===== src/hw/lcd_seq_pkg.sv =====
// constants and types shared by the lcd bus access sequencer
// assumes a single 10 MHz clock domain
package lcd_seq_pkg;
  localparam int unsigned CLK_HZ         = 10_000_000;
  localparam int unsigned DATA_W         = 32;
  localparam int unsigned PANEL_W        = 16;
  localparam int unsigned CNT_W          = 8;
  // cycle-end events are counts of panel clocks from the start of a transfer
  localparam logic [CNT_W-1:0] RD_END_DEF = 8'h04;
  localparam logic [CNT_W-1:0] WR_END_DEF = 8'h03;
  localparam logic [CNT_W-1:0] CNT_ONE    = 8'h01;
  localparam logic [CNT_W-1:0] CNT_ZERO   = 8'h00;

  typedef enum logic [1:0] {
    SIZE_8  = 2'h0,
    SIZE_16 = 2'h1,
    SIZE_32 = 2'h2
  } acc_size_t;

  typedef enum {
    ST_IDLE,
    ST_READ,
    ST_WRITE,
    ST_GAP
  } seq_state_t;
endpackage


===== src/hw/panel_xfer_if.sv =====
// carrier between sequencer and the transfer timer
// assumes both ends on i_clk
`timescale 1ns/100ps
interface panel_xfer_if;
  import lcd_seq_pkg::*;
  logic             start;
  logic [CNT_W-1:0] end_cnt;
  logic             done;
  modport ctrl  (output start, output end_cnt, input done);
  modport timer (input start, input end_cnt, output done);
endinterface


===== src/hw/lcd_bus_access_sequencer.sv =====
// lcd bus access sequencer: single initiator accesses to framed panel accesses
// assumes initiator holds a request stable until accepted; one clock domain
`timescale 1ns/100ps
// Overview of operation
// - read data goes back to the initiator only at the read cycle end event.
// - chip select of a read is released at the read cycle end event.
// - chip select is asserted for as long as a panel access is in progress.
// - every initiator access ends with chip select going inactive.
// - at least one clock separates two successive panel reads.
// - the halves of a split wide write go out back to back.
// - chip select stays asserted across all halves of a split write.
// - write chip select drops at the write cycle end event before a new command is taken.
// - two separate initiator writes are always divided by a chip select release.
module lcd_bus_access_sequencer (
  // clock and reset
  input  wire logic                        i_clk,
  input  wire logic                        i_rst,
  // cycle-end event settings
  input  wire logic [lcd_seq_pkg::CNT_W-1:0] i_read_cycle_end_event,
  input  wire logic [lcd_seq_pkg::CNT_W-1:0] i_write_cycle_end_event,
  // initiator request
  input  wire logic                        i_req_valid,
  output logic                             o_req_ready,
  input  wire logic                        i_req_write,
  input  wire lcd_seq_pkg::acc_size_t      i_req_size,
  input  wire logic [lcd_seq_pkg::DATA_W-1:0] i_req_wdata,
  // initiator answer
  output logic                             o_rsp_valid,
  output logic [lcd_seq_pkg::DATA_W-1:0]   o_rsp_rdata,
  // panel bus
  output logic                             o_panel_cs_n,
  output logic                             o_panel_we_n,
  output logic                             o_panel_re_n,
  output logic [lcd_seq_pkg::PANEL_W-1:0]  o_panel_d,
  output logic                             o_panel_d_oe,
  input  wire logic [lcd_seq_pkg::PANEL_W-1:0] i_panel_d
);
  import lcd_seq_pkg::*;

  // ****************************************
  // state
  // ****************************************
  seq_state_t         state_q;
  logic               second_q;
  logic               split_q;
  logic [PANEL_W-1:0] hi_half_q;
  logic [DATA_W-1:0]  rdata_q;
  logic               rsp_q;
  logic [PANEL_W-1:0] pd_q;
  logic               we_q;
  logic               re_q;
  logic               oe_q;
  logic [PANEL_W-1:0] din_q1;
  logic [PANEL_W-1:0] din_q2;
  logic [PANEL_W-1:0] din_q3;

  panel_xfer_if xfer ();

  panel_xfer_timer u_timer (
    .i_clk (i_clk),
    .i_rst (i_rst),
    .xfer  (xfer.timer)
  );

  function automatic logic is_split(input acc_size_t sz);
    return sz == SIZE_32;
  endfunction

  // ****************************************
  // request handshake and transfer starts
  // ****************************************
  logic accept;
  logic half_next;
  logic read_end;
  logic write_end;

  // a new command is taken only from idle, never in the gap cycle
  assign o_req_ready  = (state_q == ST_IDLE);
  assign accept       = i_req_valid && o_req_ready;
  // second half starts on the very cycle the first half ends
  assign half_next    = (state_q == ST_WRITE) && xfer.done && split_q && !second_q;
  assign read_end     = (state_q == ST_READ) && xfer.done;
  assign write_end    = (state_q == ST_WRITE) && xfer.done && !half_next;
  assign xfer.start   = accept || half_next;
  assign xfer.end_cnt = (state_q == ST_READ || (accept && !i_req_write)) ?
                        i_read_cycle_end_event : i_write_cycle_end_event;

  // ****************************************
  // sequencing
  // ****************************************
  always_ff @(posedge i_clk or posedge i_rst) begin
    if (i_rst) begin
      state_q <= ST_IDLE;
    end else begin
      case (state_q)
        ST_IDLE: begin
          if (accept) begin
            state_q <= i_req_write ? ST_WRITE : ST_READ;
          end
        end
        ST_READ: begin
          if (read_end) begin
            state_q <= ST_GAP;
          end
        end
        ST_WRITE: begin
          if (write_end) begin
            state_q <= ST_GAP;
          end
        end
        ST_GAP: begin
          state_q <= ST_IDLE;
        end
        default: begin
          state_q <= ST_IDLE;
        end
      endcase
    end
  end

  // ****************************************
  // split write tracking
  // ****************************************
  always_ff @(posedge i_clk or posedge i_rst) begin
    if (i_rst) begin
      split_q <= 1'b0;
    end else if (accept) begin
      split_q <= i_req_write && is_split(i_req_size);
    end
  end

  // marks that the high half is on the bus
  always_ff @(posedge i_clk or posedge i_rst) begin
    if (i_rst) begin
      second_q <= 1'b0;
    end else if (accept) begin
      second_q <= 1'b0;
    end else if (half_next) begin
      second_q <= 1'b1;
    end
  end

  // ****************************************
  // panel strobes
  // ****************************************
  always_ff @(posedge i_clk or posedge i_rst) begin
    if (i_rst) begin
      we_q <= 1'b0;
      re_q <= 1'b0;
      oe_q <= 1'b0;
    end else if (accept) begin
      we_q <= i_req_write;
      re_q <= !i_req_write;
      oe_q <= i_req_write;
    end else if (read_end || write_end) begin
      we_q <= 1'b0;
      re_q <= 1'b0;
      oe_q <= 1'b0;
    end
  end

  // ****************************************
  // panel write data
  // ****************************************
  // low half goes out first, high half is held for the second transfer
  always_ff @(posedge i_clk or posedge i_rst) begin
    if (i_rst) begin
      pd_q      <= '0;
      hi_half_q <= '0;
    end else if (accept) begin
      pd_q      <= i_req_wdata[PANEL_W-1:0];
      hi_half_q <= i_req_wdata[DATA_W-1:PANEL_W];
    end else if (half_next) begin
      pd_q <= hi_half_q;
    end
  end

  // ****************************************
  // panel pins
  // ****************************************
  // chip select held over both halves, dropped at the cycle-end event
  assign o_panel_cs_n = !(state_q == ST_READ || state_q == ST_WRITE);
  assign o_panel_we_n = !we_q;
  assign o_panel_re_n = !re_q;
  assign o_panel_d    = pd_q;
  assign o_panel_d_oe = oe_q;

  // ****************************************
  // read data path
  // ****************************************
  always_ff @(posedge i_clk or posedge i_rst) begin
    if (i_rst) begin
      din_q1 <= '0;
      din_q2 <= '0;
      din_q3 <= '0;
    end else begin
      din_q1 <= i_panel_d;
      din_q2 <= din_q1;
      din_q3 <= din_q2;
    end
  end

  logic din_stable;
  assign din_stable = (din_q2 == din_q3);

  // ****************************************
  // read answer
  // ****************************************
  always_ff @(posedge i_clk or posedge i_rst) begin
    if (i_rst) begin
      rsp_q <= 1'b0;
    end else begin
      rsp_q <= read_end;
    end
  end

  // a word still settling in the synchroniser keeps the previous value
  always_ff @(posedge i_clk or posedge i_rst) begin
    if (i_rst) begin
      rdata_q <= '0;
    end else if (read_end && din_stable) begin
      rdata_q <= {{(DATA_W-PANEL_W){1'b0}}, din_q3};
    end
  end

  assign o_rsp_valid = rsp_q;
  assign o_rsp_rdata = rdata_q;
endmodule // lcd_bus_access_sequencer


===== src/hw/panel_xfer_timer.sv =====
// one panel transfer timer: counts to the programmed cycle-end event
// assumes start is a single-cycle pulse, given while idle or in the done cycle of the running transfer
`timescale 1ns/100ps
module panel_xfer_timer (
  // clock and reset
  input  wire logic       i_clk,
  input  wire logic       i_rst,
  // control side
  panel_xfer_if.timer     xfer
);
  import lcd_seq_pkg::*;

  logic [CNT_W-1:0] cnt_q;
  logic             busy_q;

  always_ff @(posedge i_clk or posedge i_rst) begin
    if (i_rst) begin
      busy_q <= 1'b0;
      cnt_q  <= CNT_ZERO;
    end else if (xfer.start) begin
      busy_q <= 1'b1;
      cnt_q  <= CNT_ONE;
    end else if (xfer.done) begin
      busy_q <= 1'b0;
      cnt_q  <= CNT_ZERO;
    end else if (busy_q) begin
      cnt_q <= cnt_q + CNT_ONE;
    end
  end

  // done marks the cycle-end event of the running transfer
  assign xfer.done = busy_q && (cnt_q >= xfer.end_cnt);
endmodule // panel_xfer_timer


===== config.mk =====
export PLATFORM = sky130hd
export DESIGN_NAME = lcd_bus_access_sequencer
export DESIGN_NICKNAME = d
export VERILOG_FILES = /design/src/hw/lcd_seq_pkg.sv /design/src/hw/panel_xfer_if.sv /design/src/hw/lcd_bus_access_sequencer.sv /design/src/hw/panel_xfer_timer.sv
export SDC_FILE = /design/constraint.sdc
export NUM_CORES = 1
export LEC_CHECK = 0
export BUFFER_PORTS_ARGS = -buffer_cell sky130_fd_sc_hd__buf_2
export CAP_MARGIN = 20
export CORE_UTILIZATION = 40
export CTS_CLUSTER_DIAMETER = 80
export DETAILED_ROUTE_END_ITERATION = 8
export PLACE_DENSITY = 0.66
export SLEW_MARGIN = 25
export SYNTH_ARGS = -nofsm -noshare
export SYNTH_HDL_FRONTEND = slang
export SYNTH_SLANG_ARGS = --single-unit

===== constraint.sdc =====
create_clock -name i_clk -period 3.3 [get_ports i_clk]
set_input_delay 0.33 -clock i_clk [delete_from_list [all_inputs] [get_ports i_clk]]
set_output_delay 0.33 -clock i_clk [all_outputs]
set_load 0.01 [all_outputs]

# After elaboration in Yosys (flattened, before gate mapping)
# Cells that the tools add are included.
dict set report op_classes {
  reduce_logical 27
  add_sub_neg 1
  mux 18
  n_eq_ne 9
  magnitude_cmp 1
}
# cell count
set op_table {}
lappend op_table {{$mux W32} 3}
lappend op_table {{$pmux W32 S3} 1}
lappend op_table {{$eq A32 B2 Y1 const B} 2}
lappend op_table {{$logic_not A32 Y1} 2}
lappend op_table {{$eq A32 B1 Y1 const B} 1}
lappend op_table {{$eq A32 B3 Y1 const B} 1}
lappend op_table {{$mux W16} 2}
lappend op_table {{$mux W8} 4}
lappend op_table {{$eq A16 B16 Y1} 1}
lappend op_table {{$logic_and A1 B1 Y1} 10}
lappend op_table {{$add A8 B1 Y8 const B} 1}
lappend op_table {{$ge A8 B8 Y1} 1}
lappend op_table {{$mux W1} 7}
lappend op_table {{$logic_not A1 Y1} 6}
lappend op_table {{$ne A2 B2 Y1 const B} 3}
lappend op_table {{$reduce_bool A2 Y1} 3}
lappend op_table {{$logic_or A1 B1 Y1} 4}
lappend op_table {{$reduce_and A3 Y1} 1}
lappend op_table {{$reduce_bool A3 Y1} 1}
lappend op_table {{$eq A2 B2 Y1 const B} 1}
lappend op_table {{$mux W2} 1}
dict set report word_totals {
  output_inout_bits 54
  ff_bits 142
}

# Longest topological paths before layout
# Gate-level depths: netlist (run 1).
dict set report logic_depth {
  depth_word 15
  mapped_depth 14
  depth_no_buf 12
}

# By module
# Synthesis (run 1) repeated with hierarchy kept, for this count alone.
dict set report unflattened {
  cells_unflattened 368
  hier_area_um2 4688.2
}
# mod cells_each seq_area_each_um2 instances area_per_inst_um2
set modules_own_cells {}
lappend modules_own_cells {lcd_bus_access_sequencer 275 2577.5 1 3912.5}
lappend modules_own_cells {panel_xfer_timer 93 225.2 1 775.7}

# Least setup slack after synthesis (run 1)
# OpenSTA, ideal clock, no wires.
dict set report synth_timing {
  path_type {register to register}
  from {register state_q[0]}
  to {register rdata_q[0], in the netlist o_rsp_rdata[0]}
  t_required_ns 3.175
  arrival_ns 3.311
  stages_incl_launch_ff 14
  setup_time_ns 0.125
  n_path_buf 1
  path_slack_ns -0.136
  path_cell_list {dfrtp_1 inv_1 ha_1 nand2_1 nor2_1 nor2_2 mux2_2 ha_1 nand2b_1 a2111oi_4 o31ai_4 nand4_4 buf_6 mux2_4}
}
dict set report synth_between {
  elab_chain_len 9
}
# item line
set synth_rtl {}
lappend synth_rtl {{start, declared} lcd_bus_access_sequencer.sv:43} ;# seq_state_t state_q;
lappend synth_rtl {{start signal, assigned} lcd_bus_access_sequencer.sv:98} ;# state_q <= i_req_write ? ST_WRITE : ST_READ;
lappend synth_rtl {{$logic_not A32 Y1} lcd_bus_access_sequencer.sv:78} ;# assign o_req_ready = (state_q == ST_IDLE);
lappend synth_rtl {{named net o_req_ready} lcd_bus_access_sequencer.sv:23} ;# output logic o_req_ready,
lappend synth_rtl {{$logic_and A1 B1 Y1} lcd_bus_access_sequencer.sv:79} ;# assign accept = i_req_valid && o_req_ready;
lappend synth_rtl {{$logic_and A1 B1 Y1} lcd_bus_access_sequencer.sv:85} ;# assign xfer.end_cnt = (state_q == ST_READ || (accept && !i_req_write)) ?
lappend synth_rtl {{$logic_or A1 B1 Y1} lcd_bus_access_sequencer.sv:85}
lappend synth_rtl {{$mux W8} lcd_bus_access_sequencer.sv:85}
lappend synth_rtl {{$ge A8 B8 Y1} panel_xfer_timer.sv:32} ;# assign xfer.done = busy_q && (cnt_q >= xfer.end_cnt);
lappend synth_rtl {{$logic_and A1 B1 Y1} panel_xfer_timer.sv:32}
lappend synth_rtl {{$logic_and A1 B1 Y1} lcd_bus_access_sequencer.sv:82} ;# assign read_end = (state_q == ST_READ) && xfer.done;
lappend synth_rtl {{$logic_and A1 B1 Y1} lcd_bus_access_sequencer.sv:221} ;# end else if (read_end && din_stable) begin
lappend synth_rtl {{end signal, assigned} lcd_bus_access_sequencer.sv:222} ;# rdata_q <= {{(DATA_W-PANEL_W){1'b0}}, din_q3};
lappend synth_rtl {{end, declared} lcd_bus_access_sequencer.sv:47} ;# logic [DATA_W-1:0] rdata_q;
# The timed path passes the listed nets, and every way through them passes these cells.
# A chain may end at the register's enable or synchronous reset.

# Worst setup path after layout (run 1)
dict set report layout_timing {
  from {register state_q[0]}
  to {register rdata_q[12], in the netlist o_rsp_rdata[12]}
}
dict set report layout_between {
  elab_chain_len 9
}
# item line
set layout_rtl {}
lappend layout_rtl {{$logic_not A32 Y1} lcd_bus_access_sequencer.sv:78}
lappend layout_rtl {{$logic_and A1 B1 Y1} lcd_bus_access_sequencer.sv:79}
lappend layout_rtl {{$logic_and A1 B1 Y1} lcd_bus_access_sequencer.sv:85}
lappend layout_rtl {{$logic_or A1 B1 Y1} lcd_bus_access_sequencer.sv:85}
lappend layout_rtl {{$mux W8} lcd_bus_access_sequencer.sv:85}
lappend layout_rtl {{$ge A8 B8 Y1} panel_xfer_timer.sv:32}
lappend layout_rtl {{$logic_and A1 B1 Y1} panel_xfer_timer.sv:32}
lappend layout_rtl {{$logic_and A1 B1 Y1 *} lcd_bus_access_sequencer.sv:82}
lappend layout_rtl {{$logic_and A1 B1 Y1 *} lcd_bus_access_sequencer.sv:221}
# Mark *: on every way between the ends. The rest lies on a longest branch, timed or not.

==> flow_summary.toml, run 1 <==
[critical_path]
timing.rr.start = "state_q[0]"
cp_slowest_stage_delay_ns = 0.45
r2r_slack_ns = 0.16
cp-end-kind = "flip-flop"
crit_chain = "inv_1 > ha_1 > nand2_2 > nor2_1 > nor2_4 > mux2_2 > ha_1 > nand2b_1 > a2111oi_4 > o31ai_4 > buf_12 > nand4_4 > buf_4 > mux2_2"
r2r-end = "o_rsp_rdata[12]"
reg2regPathDepth = 14
cp_max_fo = 9
cp-start-kind = "flip-flop"
critPathRequiredTime_ns = 3.53
arrival_ns = 3.37
slowest_stage = "a2111oi_4"
criticalPathCategory = "reg2reg"

[grt]
grt_overflow = 0
first_global_vias = 3233
antenna_found_initial = 1
grt_use_total_pct = 16.91
grt_pass1_wl_mm = 16.21
grt_max_degree = 69

[timing]
setup_ws_ns = 0.1559
max_freq_mhz = 318.1
max_slew_margin_pct = 44.03
rsz0062_at_grt = "no"
layout_min_cycle_time_ns = 3.144
skew_ns = 0.006358
worst_hold_slack_ns = 0.08630
hold_violations = 0
slew_viol_final = 0
fin_crit_sh_pct = 95.28
finalSetupViolCount = 0
max_slew.worst_pin.slew_ns = 0.8395

[drt]
drt_iter0_markers = 101
drtAntennaViolNets = 0
num_vias = 3257
routedWlPerCell_um = 14.89
drc = 0
dr.pass1.iters = 4
drt_wl_total_mm = 9.915
viasPerCell = 4.890

[floorplan]
fp.coreArea_um2 = 11470
num_io_pins = 124
die_h_um = 110.6
die-area_um2 = 12220
initial_utilization_pct = 41.10
die_w_um = 110.6
std_cell_rows = 39

[hold_path]
holdPathStages = 1
holdPathEnd = "din_q1[6]"
min_path_type = "in2reg"
worstHoldStart = "i_panel_d[6]"

[final_layout]
final_common_cell = "dfrtp_1"
post-route-util_pct = 49.93
nNetsFinal = 601
fin_cells = 666
area_delta_synth_final_pct = 21.48
drive_above_1_share_pct = 31.36
final_cell_mix = "112 x dfrtp_1, 107 x buf_2, 55 x nand2_1"
diodes = 0
fill_cells = 1021

[synthesis]
synth_seq_cells = 112
avgSynthCellArea_um2 = 11.61
ys.flop_type = "dfrtp_1"
ys_seq_area_share_pct = 59.46
syn_inst = 406
synth_area_um2 = 4713
ys_warn_count = 0
synth_edf_count = 0
ys_async_sr_fraction_pct = 100.0
synth_cell_types = 39

[status]
status = "completed"

[power_and_ir_drop]
p_total_uw = 2662
ir_drop_v = 0.0003118
p_per_area_nw_per_um2 = 464.9
power_leakage_uw = 0.002921

[clocking]
clk_path_buf_depth = 2
insertion_delay_ns = 0.34
clkTransAtPathRegs_ns = 0.07
cts_sinks = 112
root_buffer = "clkbuf_16"
holdBufCountCts = 0
htree_levels = 3
cts_tree = "built"
cts_buffers = 9

[run]
drv_cap = 0

[placed_design]
dpl_worst_slack_ns = -0.2989
port_buffers = 107
routabilityCongestion = 0.8310
dp_cells = 645
place_hpwl_mm = 6.966
stage by stage:
step	setup TNS (ns)	area, um^2
final	0	5725
after global routing	0	5725
after CTS	0	5698
after detailed placement	-4.550	5363
after global placement	-2.523	5363
after floorplan	0	4777
registers in the layout, indices dropped and copies added, names as in the netlist:
register        cells
din_q1             16
din_q2             16
din_q3             16
hi_half_q          16
o_panel_d          16
o_panel_d_oe        1
o_rsp_rdata        16
o_rsp_valid         1
re_q                1
second_q            1
split_q             1
state_q             2
u_timer.busy_q      1
u_timer.cnt_q       8
worst max-delay path, delay by kind of cell (launching register included):
| family | cells | cell delay, ns |
|---|---|---|
| compound gates | 2 | 0.57 |
| fa+ha+maj | 2 | 0.44 |
| buf+inv | 3 | 0.45 |
| flops | 1 | 0.39 |
| mux | 2 | 0.63 |
| simple gates | 5 | 0.56 |
power breakdown:
| group | internal (uW) | switching, uW |
|---|---|---|
| Clock | 622 | 501 |
| Sequential | 1400 | 16.7 |
| Combinational | 53.8 | 67.2 |
| Total | 2080 | 585 |
cell usage after synthesis, types with 6 or more instances:
| library cell | instances | area (um^2) |
|---|---|---|
| a21oi_1 | 26 | 130.1 |
| a31oi_1 | 17 | 106.4 |
| buf_4 | 16 | 120.1 |
| clkbuf_1 | 10 | 37.54 |
| dfrtp_1 | 112 | 2803 |
| ha_1 | 13 | 162.7 |
| inv_1 | 8 | 30.03 |
| mux2_2 | 9 | 101.4 |
| mux2_4 | 10 | 150.1 |
| mux2i_1 | 9 | 90.09 |
| nand2_1 | 56 | 210.2 |
| nand3_1 | 6 | 30.03 |
| nor2_1 | 22 | 82.58 |
| o21ai_0 | 26 | 130.1 |
| xnor2_1 | 16 | 140.1 |
cell type report:
cell class,count,area [um^2],area share (%)
inverters,8,32.53,0.5682
clock buffers,10,239.0,4.174
multi-input cells,266,1733,30.27
clock inverters,6,73.82,1.289
repair buffers,121,665.6,11.63
well taps,143,178.9,3.125
flip-flops and latches,112,2803,48.95
metal layers:
metal	global-route usage (%)	part of all wire, %	vias up	routed length [um]
met1	23.14	46	1561	4586
li1	-	-	1586	-
met5	0	0.10	-	10
met4	7.556	1.5	2	145
met2	26.54	48	95	4721
met3	2.744	4.6	13	453
repair_timing:
item	4_1_cts	5_1_grt
pin swaps	3	1
endpoints found under the setup margin	18	32
setup buffers	3	2
gates resized for setup	0	0
logic make-up (layout without fill, tap and decap cells):
group	after synthesis	count (layout)	synth area share, %
other	1	16	0.07956
flip-flops	112	112	59.46
AND/OR/NAND/NOR	113	113	11.34
XOR/XNOR	16	16	2.973
adder cells (fa/ha/maj)	13	13	3.451
AO/OA/AOI/OAI	80	80	10.33
multiplexers	28	28	7.247
buffers and inverters	43	145	5.124
worst max-delay path by stage:
stage                           from              end  slack (ns)  depth (start not counted)
final                     state_q[0]  o_rsp_rdata[12]        0.16                         14
after global routing      state_q[0]  o_rsp_rdata[13]        0.02                         14
after CTS                 state_q[0]   o_rsp_rdata[7]        0.11                         13
after detailed placement  state_q[0]   o_rsp_rdata[0]       -0.30                         12
after global placement    state_q[0]   o_rsp_rdata[8]       -0.16                         12
after floorplan                i_rst        din_q1[0]       0.006                          1
Note: power is estimated with default switching activity, not from simulation.
==> inputs of run 2 (changes only) <==
--- a/config.mk
+++ b/config.mk
@@ -10,7 +10,7 @@
 export CORE_UTILIZATION = 40
 export CTS_CLUSTER_DIAMETER = 80
 export DETAILED_ROUTE_END_ITERATION = 8
-export PLACE_DENSITY = 0.66
+export PLACE_DENSITY_LB_ADDON = 0.08
 export SLEW_MARGIN = 25
 export SYNTH_ARGS = -nofsm -noshare
 export SYNTH_HDL_FRONTEND = slang
==> flow_summary.toml, run 2 (same netlist as run 1, synthesis figures left out) <==
[timing]
rsz0062_at_grt = "no"
skew_ns = 0.01212
fin_tns_setup_ns = 0
fin_crit_sh_pct = 93.54
max_freq_mhz = 324.0
max_slew.worst_pin.slew_ns = 0.7595
finalSetupViolCount = 0
slew_viol_final = 0
layout_min_cycle_time_ns = 3.087
hold_violations = 0
max_slew_margin_pct = 49.37

[drt]
viasPerCell = 4.872
top_layer = "met4"
drtAntennaViolNets = 0
drc = 0
routedWlPerCell_um = 14.86
wl_met3_um = 531
dr.pass1.iters = 4
route.met2.wl_mm = 4.576
m1WireLength_mm = 4.673
drt_iter0_markers = 114
num_vias = 3264
drt_wl_total_mm = 9.956

[power_and_ir_drop]
p_per_area_nw_per_um2 = 455.9
power_leakage_uw = 0.002925
ir_drop_v = 0.0003290
p_total_uw = 2609

[final_layout]
post-route-util_pct = 49.92
drive_above_1_share_pct = 31.69
diodes = 0
area_delta_synth_final_pct = 21.45
final_common_cell = "dfrtp_1"
final_cell_mix = "112 x dfrtp_1, 107 x buf_2, 55 x nand2_1"
nNetsFinal = 605

[floorplan]
die_w_um = 110.6
die_h_um = 110.6
fp.coreArea_um2 = 11470
initial_utilization_pct = 41.10
num_io_pins = 124
std_cell_rows = 39
die-area_um2 = 12220

[critical_path]
arrival_ns = 3.32
r2r_slack_ns = 0.21
cp_max_fo = 8
reg2regPathDepth = 13
cp-end-kind = "flip-flop"
r2r-end = "o_rsp_rdata[6]"
cp-start-kind = "flip-flop"
criticalPathCategory = "reg2reg"
endpoint = "o_rsp_rdata[6]"
critPathRequiredTime_ns = 3.54
startpoint = "state_q[0]"
timing.rr.start = "state_q[0]"

[clocking]
cts_sinks = 112
clk_path_buf_depth = 2
clkTransAtPathRegs_ns = 0.07
holdBufCountCts = 0
cts_buffers = 9
htree_levels = 3
insertion_delay_ns = 0.35
root_buffer = "clkbuf_16"
cts_tree = "built"
post_cts_resized = 0

[placed_design]
place_hpwl_mm = 6.575
routabilityCongestion = 0.7232
port_buffers = 107

[status]
status = "completed"

[hold_path]
worstHoldStart = "i_panel_d[13]"
min_path_type = "in2reg"

[run]
drv_cap = 0

[grt]
grt_overflow = 0
grt_max_degree = 85
first_global_vias = 3232
grt_pass1_wl_mm = 16.11
antenna_found_initial = 0
grt_use_total_pct = 16.76
## run 2: cell types whose count changed in the layout (fill, tap and decap cells not counted), sizes merged
| cell | change |
|---|---|
| buf | +4 |
| clkbuf | +2 |
| bufinv | -1 |
| inv | -1 |
## run 2: repair_timing
item                                    CTS  global route
setup buffers                             2             5
pin swaps                                 2             2
endpoints found under the setup margin   19            41
## run 2: worst min path at each step
stage                            end  slack (ns)  depth (start not counted)
final                     din_q1[13]        0.08                          1
after global routing       din_q1[5]        0.07                          1
after CTS                 din_q1[11]        0.07                          1
after detailed placement   din_q2[6]        0.34                          0
after global placement     din_q2[3]        0.33                          0
after floorplan            din_q2[0]        0.33                          0
## run 2: per-layer routing
layer | track usage [%] | up-vias
li1 | - | 1590
met1 | 23.22 | 1559
met2 | 25.55 | 103
met5 | 0 | -
met3 | 3.622 | 12
met4 | 6.933 | 0
## run 2: cell type report
type                    instances  area [um^2]
fillers                      1086         5743
flip-flops and latches        112         2803
multi-input cells             266         1733
repair buffers                125        683.2
clock buffers                  12        256.5
well taps                     143        178.9
clock inverters                 4        35.03
inverters                       8        35.03
## run 2: power breakdown
part / leakage, uW / total, uW / internal, uW / switching [uW]
logic: 0.00135 / 119 / 52.7 / 66.4
registers: 0.00143 / 1420 / 1400 / 16.4
clock network: 0.000143 / 1070 / 564 / 509
## run 2: per-stage QoR
step	cells	hold WS, ns	cell area (um^2)	setup WS, ns
global route	670	0.06507	5724	0.03582
floorplan	421	0.3312	4777	0.006424
finish	670	0.07765	5724	0.2132
global placement	647	0.3326	5365	-0.01265
CTS	665	0.06623	5687	0.01840
detailed placement	647	0.3362	5368	-0.1236
## run 2: worst max-delay path, stage by stage (launching register included)
cell and delay [ns]:
dfrtp_1 0.38, inv_1 0.09, ha_1 0.20, nand2_2 0.07
nor2_1 0.20, nor2_4 0.06, buf_4 0.16, mux2i_1 0.12
ha_1 0.31, nand4_1 0.23, o31ai_4 0.50, nand4_4 0.16
buf_4 0.21, mux2_4 0.29
==> inputs of run 3 (changes only) <==
--- a/config.mk
+++ b/config.mk
@@ -8,9 +8,11 @@
 export BUFFER_PORTS_ARGS = -buffer_cell sky130_fd_sc_hd__buf_2
 export CAP_MARGIN = 20
 export CORE_UTILIZATION = 40
+export CTS_BUF_LIST = sky130_fd_sc_hd__clkbuf_8 sky130_fd_sc_hd__clkbuf_16
 export CTS_CLUSTER_DIAMETER = 80
 export DETAILED_ROUTE_END_ITERATION = 8
 export PLACE_DENSITY_LB_ADDON = 0.08
+export SKIP_LAST_GASP = 1
 export SLEW_MARGIN = 25
 export SYNTH_ARGS = -nofsm -noshare
 export SYNTH_HDL_FRONTEND = slang
==> flow_summary.toml, run 3 (same netlist as run 1, synthesis figures left out) <==
[clocking]
cts_tree = "built"
clk_path_buf_depth = 2
clkTransAtPathRegs_ns = 0.07
cts_buffers = 9
root_buffer = "clkbuf_16"
post_cts_resized = 0
holdBufCountCts = 0
insertion_delay_ns = 0.35
cts_sinks = 112
htree_levels = 3

[grt]
antenna_found_initial = 0
first_global_vias = 3232
grt_overflow = 0
grt_use_total_pct = 16.76
grt_pass1_wl_mm = 16.11
grt_max_degree = 85

[timing]
rsz0062_at_grt = "no"
hold_violations = 0
layout_min_cycle_time_ns = 3.086
max_slew.worst_pin.slew_ns = 0.7656
max_freq_mhz = 324.0
fin_tns_setup_ns = 0
fin_crit_sh_pct = 93.53
skew_ns = 0.01171
max_slew_margin_pct = 48.96
finalSetupViolCount = 0
slew_viol_final = 0

[final_layout]
nNetsFinal = 605
final_common_cell = "dfrtp_1"
final_cell_mix = "112 x dfrtp_1, 107 x buf_2, 55 x nand2_1"
drive_above_1_share_pct = 31.69
area_delta_synth_final_pct = 21.45
diodes = 0
fin_cells = 670
fill_cells = 1086

[floorplan]
initial_utilization_pct = 41.10
die_w_um = 110.6
std_cell_rows = 39
die-area_um2 = 12220
fp.coreArea_um2 = 11470
die_h_um = 110.6
num_io_pins = 124

[power_and_ir_drop]
p_per_area_nw_per_um2 = 455.0
ir_drop_v = 0.0003290
p_total_uw = 2605
power_leakage_uw = 0.002930

[critical_path]
reg2regPathDepth = 13
arrival_ns = 3.32
cp-start-kind = "flip-flop"
criticalPathCategory = "reg2reg"
cp-end-kind = "flip-flop"
timing.rr.start = "state_q[0]"
startpoint = "state_q[0]"
critPathRequiredTime_ns = 3.54
cp_max_fo = 8

[placed_design]
dp_cells = 647
port_buffers = 107
routabilityCongestion = 0.7232
place_hpwl_mm = 6.575

[status]
status = "completed"

[drt]
drt_iter0_markers = 123
num_vias = 3267
dr.pass1.iters = 4
routedWlPerCell_um = 14.86
viasPerCell = 4.876
drtAntennaViolNets = 0
drc = 0
drt_wl_total_mm = 9.955

[hold_path]
min_path_type = "in2reg"
worstHoldStart = "i_panel_d[13]"
holdPathStages = 1

[run]
drv_cap = 0
## run 3: report_power, final
| part | switching (uW) | internal (uW) | leakage, uW |
|---|---|---|---|
| combinational | 66.3 | 52.7 | 0.00135 |
| clock | 507 | 561 | 0.000147 |
| sequential | 16.4 | 1400 | 0.00143 |
## run 3: per-layer routing
layer	global-route usage, %	up-vias	wire length, um
li1	-	1590	-
met1	23.22	1564	4621
met4	6.933	0	174
met3	3.622	12	556
met2	25.55	101	4602
met5	0	-	0
## run 3: final timing paths
kind	slack [ns]	end
max in group asynchronous	2.48	o_rsp_rdata[6]
min reg2reg	0.35	din_q2[6]
max	0.21	o_rsp_rdata[6]
min in group asynchronous	0.10	din_q1[3]
min	0.08	din_q1[13]
max reg2reg	0.21	o_rsp_rdata[6]
## run 3: per-stage QoR
step | hold WS [ns] | instance area [um^2] | worst slack, ns | util, %
floorplan | 0.3312 | 4777 | 0.006424 | -
global route | 0.06507 | 5724 | 0.03591 | 49.92
CTS | 0.06623 | 5687 | 0.01840 | 49.59
detailed placement | 0.3362 | 5368 | -0.1236 | 46.81
finish | 0.07741 | 5724 | 0.2136 | 49.92
global placement | 0.3326 | 5365 | -0.01265 | 46.79
## run 3: layout make-up
class	count	area [um^2]	share of cell area (%)
Tap cell	143	178.9	3.126
Multi-Input combinational cell	266	1733	30.27
Clock inverter	5	38.79	0.6776
Inverter	8	35.03	0.6120
Clock buffer	11	252.7	4.415
Timing Repair Buffer	125	683.2	11.93
Sequential cell	112	2803	48.96
## run 3: critical path, cell delays in order (launching register included)
cell	delay, ns
dfrtp_1	0.38
inv_1	0.09
ha_1	0.20
nand2_2	0.07
nor2_1	0.20
nor2_4	0.06
buf_4	0.16
mux2i_1	0.12
ha_1	0.31
nand4_1	0.23
o31ai_4	0.50
nand4_4	0.16
buf_4	0.21
mux2_4	0.29
## run 3: repair_timing
action	CTS	global route
pin swaps	2	2
endpoints found under the setup margin	19	41
setup buffers	2	5
hold endpoints to repair	0	0
